## src/dispr_pkg.sv

```systemverilog
// Package of register map, field layout and reset defaults for the display reset-defaults block
package dispr_pkg;

   // ----------------------------------------------------------------
   // Widths
   // ----------------------------------------------------------------
   localparam int ADDR_W  = 4;
   localparam int DATA_W  = 8;
   localparam int MUX_W   = 6;
   localparam int LINE_W  = 6;
   localparam int COL_W   = 7;
   localparam int CNT_W   = 3;

   // ----------------------------------------------------------------
   // Register offsets
   // ----------------------------------------------------------------
   localparam logic [ADDR_W-1:0] OFF_CTRL     = 4'h0;
   localparam logic [ADDR_W-1:0] OFF_MUX      = 4'h1;
   localparam logic [ADDR_W-1:0] OFF_CONTRAST = 4'h2;
   localparam logic [ADDR_W-1:0] OFF_START    = 4'h3;
   localparam logic [ADDR_W-1:0] OFF_COLUMN   = 4'h4;
   localparam logic [ADDR_W-1:0] OFF_DATA     = 4'h5;
   localparam logic [ADDR_W-1:0] OFF_SERIAL   = 4'h6;
   localparam logic [ADDR_W-1:0] OFF_SSTAT    = 4'h7;

   // ----------------------------------------------------------------
   // Control register field positions
   // ----------------------------------------------------------------
   localparam int CTRL_PANEL_ON = 0;
   localparam int CTRL_SEG_REMAP = 1;
   localparam int CTRL_COM_REV  = 2;
   localparam int CTRL_ENTIRE   = 3;
   localparam int CTRL_INVERSE  = 4;

   // ----------------------------------------------------------------
   // Reset defaults
   // ----------------------------------------------------------------
   localparam logic              RST_PANEL_ON = 1'b0;
   localparam logic              RST_SEG_REMAP = 1'b0;
   localparam logic              RST_COM_REV  = 1'b0;
   localparam logic              RST_ENTIRE   = 1'b0;
   localparam logic              RST_INVERSE  = 1'b0;
   localparam logic [MUX_W-1:0]  RST_MUX      = 6'h3F;
   localparam logic [DATA_W-1:0] RST_CONTRAST = 8'h7F;
   localparam logic [LINE_W-1:0] RST_START    = 6'h00;
   localparam logic [COL_W-1:0]  RST_COLUMN   = 7'h00;
   localparam logic [COL_W-1:0]  COL_LAST     = 7'h7F;
   localparam logic [DATA_W-1:0] RST_BYTE     = 8'h00;
   localparam logic [CNT_W-1:0]  RST_COUNT    = 3'h0;

endpackage

```

## src/dispr_top.sv

```systemverilog
// Display driver state block with hardware reset defaults and register port
//
// Decided for this implementation: the register addresses and the strobed register port.
`timescale 1ns/1ps

// Notes on behaviour
// - Low reset forces defaults, panel off.
// - Reset selects 128 by 64 multiplex.
// - Reset restores normal segment mapping.
// - Reset restores normal row mapping.
// - Reset clears serial shift register.
// - Reset sets start line to zero.
// - Reset clears column address counter.
// - Reset selects normal common scan direction.
// - Reset loads contrast with 7Fh.
// - Reset enters normal display mode.
module dispr_top
   import dispr_pkg::*;
(
   input  wire logic                           i_clock,
   input  wire logic                           i_nrst,
   input  wire logic [dispr_pkg::ADDR_W-1:0]   i_addr,
   input  wire logic [dispr_pkg::DATA_W-1:0]   i_wdata,
   input  wire logic                           i_wr,
   input  wire logic                           i_rd,
   output logic      [dispr_pkg::DATA_W-1:0]   o_rdata,
   input  wire logic                           i_sclk,
   input  wire logic                           i_sdin,
   input  wire logic                           i_cs_n,
   output logic                                o_panel_on,
   output logic      [dispr_pkg::MUX_W-1:0]    o_mux_ratio,
   output logic                                o_seg_remap,
   output logic                                o_com_reverse,
   output logic                                o_entire_on,
   output logic                                o_inverse,
   output logic      [dispr_pkg::DATA_W-1:0]   o_contrast,
   output logic      [dispr_pkg::LINE_W-1:0]   o_start_line,
   output logic      [dispr_pkg::COL_W-1:0]    o_col_addr,
   output logic      [dispr_pkg::DATA_W-1:0]   o_serial_byte,
   output logic                                o_serial_valid
);
   import dispr_pkg::*;

   // ----------------------------------------------------------------
   // Declarations
   // ----------------------------------------------------------------
   logic [DATA_W-1:0] byte_w;
   logic              byte_valid_w;
   logic [CNT_W-1:0]  bit_count_w;
   logic              wr_ctrl;
   logic              wr_mux;
   logic              wr_contrast;
   logic              wr_start;
   logic              wr_column;
   logic              wr_data;
   logic [COL_W-1:0]  col_d;
   logic [DATA_W-1:0] rsel;
   logic [DATA_W-1:0] ctrl_view;
   logic              first_q;

   // ----------------------------------------------------------------
   // Serial receiver
   // ----------------------------------------------------------------
   dispr_shift u_shift
   (
      .i_clock      (i_clock),
      .i_nrst       (i_nrst),
      .i_sclk       (i_sclk),
      .i_sdin       (i_sdin),
      .i_cs_n       (i_cs_n),
      .o_byte       (byte_w),
      .o_byte_valid (byte_valid_w),
      .o_bit_count  (bit_count_w)
   );

   // ----------------------------------------------------------------
   // Write decode
   // ----------------------------------------------------------------
   assign wr_ctrl     = i_wr & (i_addr == OFF_CTRL);
   assign wr_mux      = i_wr & (i_addr == OFF_MUX);
   assign wr_contrast = i_wr & (i_addr == OFF_CONTRAST);
   assign wr_start    = i_wr & (i_addr == OFF_START);
   assign wr_column   = i_wr & (i_addr == OFF_COLUMN);
   assign wr_data     = i_wr & (i_addr == OFF_DATA);

   // Column write sets, data write advances and wraps after the last column
   assign col_d = wr_column ? i_wdata[COL_W-1:0] :
                  wr_data   ? ((o_col_addr == COL_LAST) ? RST_COLUMN : o_col_addr + 7'h01) :
                  o_col_addr;

   // ----------------------------------------------------------------
   // Display state
   // ----------------------------------------------------------------
   // Async reset holds every default for as long as the pin is low
   always_ff @(posedge i_clock or negedge i_nrst)
   begin
      if (!i_nrst)
      begin
         o_panel_on    <= RST_PANEL_ON;
         o_mux_ratio   <= RST_MUX;
         o_seg_remap   <= RST_SEG_REMAP;
         o_com_reverse <= RST_COM_REV;
         o_entire_on   <= RST_ENTIRE;
         o_inverse     <= RST_INVERSE;
      end
      else if (wr_ctrl)
      begin
         o_panel_on    <= i_wdata[CTRL_PANEL_ON];
         o_seg_remap   <= i_wdata[CTRL_SEG_REMAP];
         o_com_reverse <= i_wdata[CTRL_COM_REV];
         o_entire_on   <= i_wdata[CTRL_ENTIRE];
         o_inverse     <= i_wdata[CTRL_INVERSE];
      end
      else if (wr_mux)
         o_mux_ratio   <= i_wdata[MUX_W-1:0];
   end

   // Addressing and contrast
   always_ff @(posedge i_clock or negedge i_nrst)
   begin
      if (!i_nrst)
      begin
         o_contrast   <= RST_CONTRAST;
         o_start_line <= RST_START;
         o_col_addr   <= RST_COLUMN;
      end
      else
      begin
         o_col_addr <= col_d;
         if (wr_contrast)
            o_contrast <= i_wdata;
         if (wr_start)
            o_start_line <= i_wdata[LINE_W-1:0];
      end
   end

   // Received byte re-registered so the port comes from a flop
   always_ff @(posedge i_clock or negedge i_nrst)
   begin
      if (!i_nrst)
      begin
         o_serial_byte  <= RST_BYTE;
         o_serial_valid <= 1'b0;
      end
      else
      begin
         o_serial_byte  <= byte_w;
         o_serial_valid <= byte_valid_w;
      end
   end

   // ----------------------------------------------------------------
   // Read path
   // ----------------------------------------------------------------
   assign ctrl_view = {3'h0, o_inverse, o_entire_on, o_com_reverse, o_seg_remap, o_panel_on};
   assign rsel = (i_addr == OFF_CTRL)     ? ctrl_view :
                 (i_addr == OFF_MUX)      ? {2'h0, o_mux_ratio} :
                 (i_addr == OFF_CONTRAST) ? o_contrast :
                 (i_addr == OFF_START)    ? {2'h0, o_start_line} :
                 (i_addr == OFF_COLUMN)   ? {1'h0, o_col_addr} :
                 (i_addr == OFF_SERIAL)   ? o_serial_byte :
                 (i_addr == OFF_SSTAT)    ? {5'h00, bit_count_w} :
                 8'h00;

   // Data stand one cycle after the strobe, zero otherwise
   always_ff @(posedge i_clock or negedge i_nrst)
   begin
      if (!i_nrst)
         o_rdata <= 8'h00;
      else
         o_rdata <= i_rd ? rsel : 8'h00;
   end

   // ----------------------------------------------------------------
   // Checks
   // ----------------------------------------------------------------
   // Marks the first edge after release
   always_ff @(posedge i_clock or negedge i_nrst)
   begin
      if (!i_nrst)
         first_q <= 1'b1;
      else
         first_q <= 1'b0;
   end
endmodule // dispr_top

```

## src/dispr_shift.sv

```systemverilog
// Serial host shift register with pin synchronisers
`timescale 1ns/1ps
module dispr_shift
   import dispr_pkg::*;
(
   input  wire logic                           i_clock,
   input  wire logic                           i_nrst,
   input  wire logic                           i_sclk,
   input  wire logic                           i_sdin,
   input  wire logic                           i_cs_n,
   output logic      [dispr_pkg::DATA_W-1:0]   o_byte,
   output logic                                o_byte_valid,
   output logic      [dispr_pkg::CNT_W-1:0]    o_bit_count
);
   import dispr_pkg::*;

   // ----------------------------------------------------------------
   // Synchronisers
   // ----------------------------------------------------------------
   logic [2:0]        meta_q;
   logic [2:0]        sync_q;
   logic              sclk_old_q;
   logic [DATA_W-1:0] shift_q;
   logic [DATA_W-1:0] shift_d;
   logic [CNT_W-1:0]  count_q;
   logic              last_bit;
   logic              sclk_rise;

   // Two stages per pin; only the second stage feeds logic
   always_ff @(posedge i_clock or negedge i_nrst)
   begin
      if (!i_nrst)
      begin
         meta_q     <= 3'h7;
         sync_q     <= 3'h7;
         sclk_old_q <= 1'b1;
      end
      else
      begin
         meta_q     <= {i_cs_n, i_sdin, i_sclk};
         sync_q     <= meta_q;
         sclk_old_q <= sync_q[0];
      end
   end

   // ----------------------------------------------------------------
   // Shifting
   // ----------------------------------------------------------------
   assign sclk_rise = sync_q[0] & ~sclk_old_q & ~sync_q[2];
   assign last_bit  = (count_q == 3'h7);
   assign shift_d   = {shift_q[DATA_W-2:0], sync_q[1]};

   // Deselect drops a partial byte so framing recovers on next select
   always_ff @(posedge i_clock or negedge i_nrst)
   begin
      if (!i_nrst)
      begin
         shift_q      <= RST_BYTE;
         count_q      <= RST_COUNT;
         o_byte       <= RST_BYTE;
         o_byte_valid <= 1'b0;
      end
      else
      begin
         o_byte_valid <= sclk_rise & last_bit;
         if (sync_q[2])
            count_q <= RST_COUNT;
         else if (sclk_rise)
         begin
            shift_q <= shift_d;
            count_q <= count_q + 3'h1;
            if (last_bit)
               o_byte <= shift_d;
         end
      end
   end

   assign o_bit_count = count_q;

   // Bit count leaves reset at zero
   logic first_q;
   always_ff @(posedge i_clock or negedge i_nrst)
   begin
      if (!i_nrst)
         first_q <= 1'b1;
      else
         first_q <= 1'b0;
   end
endmodule // dispr_shift

```

## config.mk

```make
export PLATFORM = sky130hd
export DESIGN_NAME = dispr_top
export DESIGN_NICKNAME = d
export VERILOG_FILES = /design/src/dispr_pkg.sv /design/src/dispr_top.sv /design/src/dispr_shift.sv
export SDC_FILE = /design/constraint.sdc
export NUM_CORES = 1
export LEC_CHECK = 0
export BUFFER_PORTS_ARGS = -buffer_cell sky130_fd_sc_hd__buf_4
export CAP_MARGIN = 5
export CORE_MARGIN = 2
export CORE_UTILIZATION = 25
export DETAILED_ROUTE_END_ITERATION = 12
export PLACE_DENSITY = 0.52
export SETUP_SLACK_MARGIN = 0.2
export SLEW_MARGIN = 20
export SYNTH_ARGS = -nofsm -noshare
export SYNTH_HDL_FRONTEND = slang
export SYNTH_SLANG_ARGS = --single-unit
```

## constraint.sdc

```tcl
create_clock -name i_clock -period 1.4 [get_ports i_clock]
set_input_delay 0.14 -clock i_clock [delete_from_list [all_inputs] [get_ports i_clock]]
set_output_delay 0.14 -clock i_clock [all_outputs]
set_load 0.05 [all_outputs]
```

==> impl_results.md <==
- Asr flop ratio synth: 100%
- Synth Flop Type: dfrtp_1
- Total grt overflow: 0
- FF+latch count, synth: 75
- First-pass GRT wire length: 13.6 mm
- Post-synthesis cell area: 0.00339 mm2
- Sink Count: 75
- Chip height: 120 um
- Clock root buffer: clkbuf_16
- Clk_lat worst skew: 0.33 ns
- PwrDens: 1490 mW/mm2
- Worst Skew: 0.00737 ns
- Cells after Synth: 261
- DR vias/cell: 4.45
- Initial antenna violation count: 0
- Final setup fails: 14
- # rows: 42
- Met2 wire length: 4.32 mm
- Largest net degree at the start of global routing: 27
- Max cap viols: 0
- ANT cells: 0
- Drt total wl: 8.71 mm
- Dominant cell type by area after synthesis: dfrtp_1
- HP Class: in -> reg
- Leak: 2.21 nW
- Failing checks: negative setup slack
- Die ar.: 0.0145 mm2
- Core area: 0.0132 mm2
- Met1 Routed Length: 3.93 mm
- Antenna viol nets, final: 0
- Post-synthesis compound-gate area fraction: 7.97%
- Post-Synth Adder-Cell Area: 1.11%
- Global-route total usage across every layer: 12.4%
- H-tree depth: 3
- Layout Nets: 387
- Non-filler cells, final: 546
- DR WL/cell: 15.9 um
- Mux cell area share after synthesis: 17.2%
- Initial Util: 25.6%
- Post-synthesis simple-gate area fraction: 13.0%
- Hpwl dp: 6.45 mm
- 1st-iter DRT viols: 88
- Mapped Nets: 283
- Post-route core utilization: 37.6%
- Worst Path Max Fanout: 5
- Max rail drop VDD: 0.640 mV
- Hold WS: 0.0424 ns
- FMAX: 0.695 GHz
- Post-synthesis xor/xnor area fraction: 0.258%
- Critical Path RT: 1.61 ns
- Fill cells: 1,327
- Number of port buffers: 67
- Relative slew slack: 76.1%
- Share of cells above drive strength 1: 57.8%
- Top-count cell post-synth: dfrtp_1
- Fin. Hold Viols: 0
- Unrepaired setup endpoints after global routing: true
- Worst Path Class, Setup: reg -> reg
- DR DRC count: 0
- Post-Synthesis Mean Instance Area: 13.0 um2
- TritonCTS clock tree: yes
- Cell total after placement: 514
- Setup TNS: -0.218 ns
- DRT Pass-1 Iters: 4
- Die span in x: 120 um
- Post-synth EDFFs: 0
- Leading post-synthesis cells by cell area: dfrtp_1 41%, dfstp_2 15%, mux2_2 14%
- Yosys cell types: 43
- Syn-to-layout area delta: 46.9%
- Met3 wire length: 368 um
- Largest family of logic cells by synthesized area: multiplexers
- Crit path time final: 1.44 ns
- Final Max Tran Viols: 0
- Vias in the first global route: 2,497
- Final setup margin: -0.0389 ns
- Crit path arrival time: 1.65 ns
- Reg clk slew, reported paths: 0.06 ns
- I/O pin count: 68
- DR top layer: met4
- Gpl congestion: 0.785
- CP Launch Type: flip-flop
- Crit. End Element: flip-flop
- Syn. warnings: 0
- Worst-margin pin slew: 0.359 ns
- Clock buffer depth: 2
- Outcome: finished with violations
- Final period util: 103%
- TritonCTS Buffers: 9
- Seq/Total Area, Yosys: 56.1%
- Via Count: 2,431
- Commonest cells in the netlist: 55 x dfrtp_1, 41 x mux2_2, 20 x dfstp_2, 16 x a21oi_1
- Final Power: 7.44 mW
- Yosys top cell area share: 40.6%
## power breakdown
group          internal, mW  switching (mW)
sequential             2.55           0.290
combinational         0.950            1.17
clock                  1.61           0.868
## placed cells by master, fill, tap and decap left out, types with 6 or more instances in the layout
cell / netlist / final
dfrtp_2: 0 / 6
inv_1: 6 / 6
nor2b_1: 11 / 9
mux2i_1: 12 / 10
o21ai_0: 12 / 9
a21oi_1: 16 / 15
mux2_2: 41 / 26
clkbuf_16: 0 / 9
dfstp_2: 20 / 20
nor2_1: 11 / 10
buf_8: 0 / 16
nand2_1: 10 / 9
buf_4: 3 / 75
mux2_4: 0 / 15
dfrtp_1: 55 / 49
buf_6: 8 / 9
## repair_timing
action / CTS / global route
endpoints found under the setup margin: 37 / 41
setup buffers: 6 / 5
pin swaps: 6 / 13
gates resized for setup: 35 / 26
endpoints found under the hold margin: 15 / 0
hold buffers: 4 / 0
cloned: 1 / 0
## per-stage QoR
step           setup slack [ns]  instance area (um2)
2_1_floorplan           -0.0982                 3490
3_3_place_gp             -0.200                 4290
3_5_place_dp             -0.220                 4290
4_1_cts                 -0.0575                 4830
5_1_grt                 -0.0836                 4980
6_report                -0.0389                 4980
## logic make-up after synthesis
kind of cell | after synthesis
and+or+nand+nor | 63
DFF | 75
adders and majority gates | 3
AOI/OAI and AO/OA | 46
muxes | 53
buffers and inverters | 20
xor gates and xnor gates | 1
## worst max-delay path: stages, from the launching register on
cell and delay, ns:
dfstp_2 0.53, nor2b_4 0.17, and3b_2 0.31, mux2_4 0.32
## path summary, 6_finish.rpt
path                                   startpoint                 to  slack [ns]  cells past startpoint
worst max register to register  u_shift.sync_q[0]  u_shift.o_byte[6]       -0.04                      3
max in group asynchronous                  i_nrst      o_contrast[6]        0.58                      3
min in group asynchronous                  i_nrst    o_start_line[2]        0.26                      2
worst min register to register  u_shift.meta_q[1]  u_shift.sync_q[1]        0.35                      0
worst max-delay path            u_shift.sync_q[0]  u_shift.o_byte[6]       -0.04                      3
worst min-delay path                   i_wdata[7]      o_contrast[7]        0.04                      2
## sequential cells by signal, summed over array words and instances (netlist names)
signal	cells
u_shift.o_bit_count	3
o_contrast	8
o_rdata	8
o_com_reverse	1
o_start_line	6
o_serial_valid	1
u_shift.o_byte	8
u_shift.meta_q	3
o_mux_ratio	6
o_panel_on	1
o_entire_on	1
o_inverse	1
o_serial_byte	8
u_shift.sclk_old_q	1
u_shift.shift_q	7
u_shift.sync_q	3
u_shift.o_byte_valid	1
o_col_addr	7
o_seg_remap	1
## per-layer routing
| layer | vias up | global-route usage (%) |
|---|---|---|
| met5 | - | 0 |
| met4 | 0 | 3.27 |
| met3 | 8 | 3.73 |
| met2 | 49 | 20.2 |
| met1 | 1222 | 16.1 |
| li1 | 1152 | - |
## layout make-up
class | count | area [um2] | area share [%]
sequential | 75 | 1910 | 38.3
multi-input combinational | 167 | 1520 | 30.6
inverter | 6 | 22.5 | 0.452
tap | 176 | 220 | 4.42
clock inverter | 4 | 75.1 | 1.51
timing repair buffer | 106 | 985 | 19.8
clock buffer | 12 | 246 | 4.95
No activity file was read; power rests on OpenSTA's default activity.
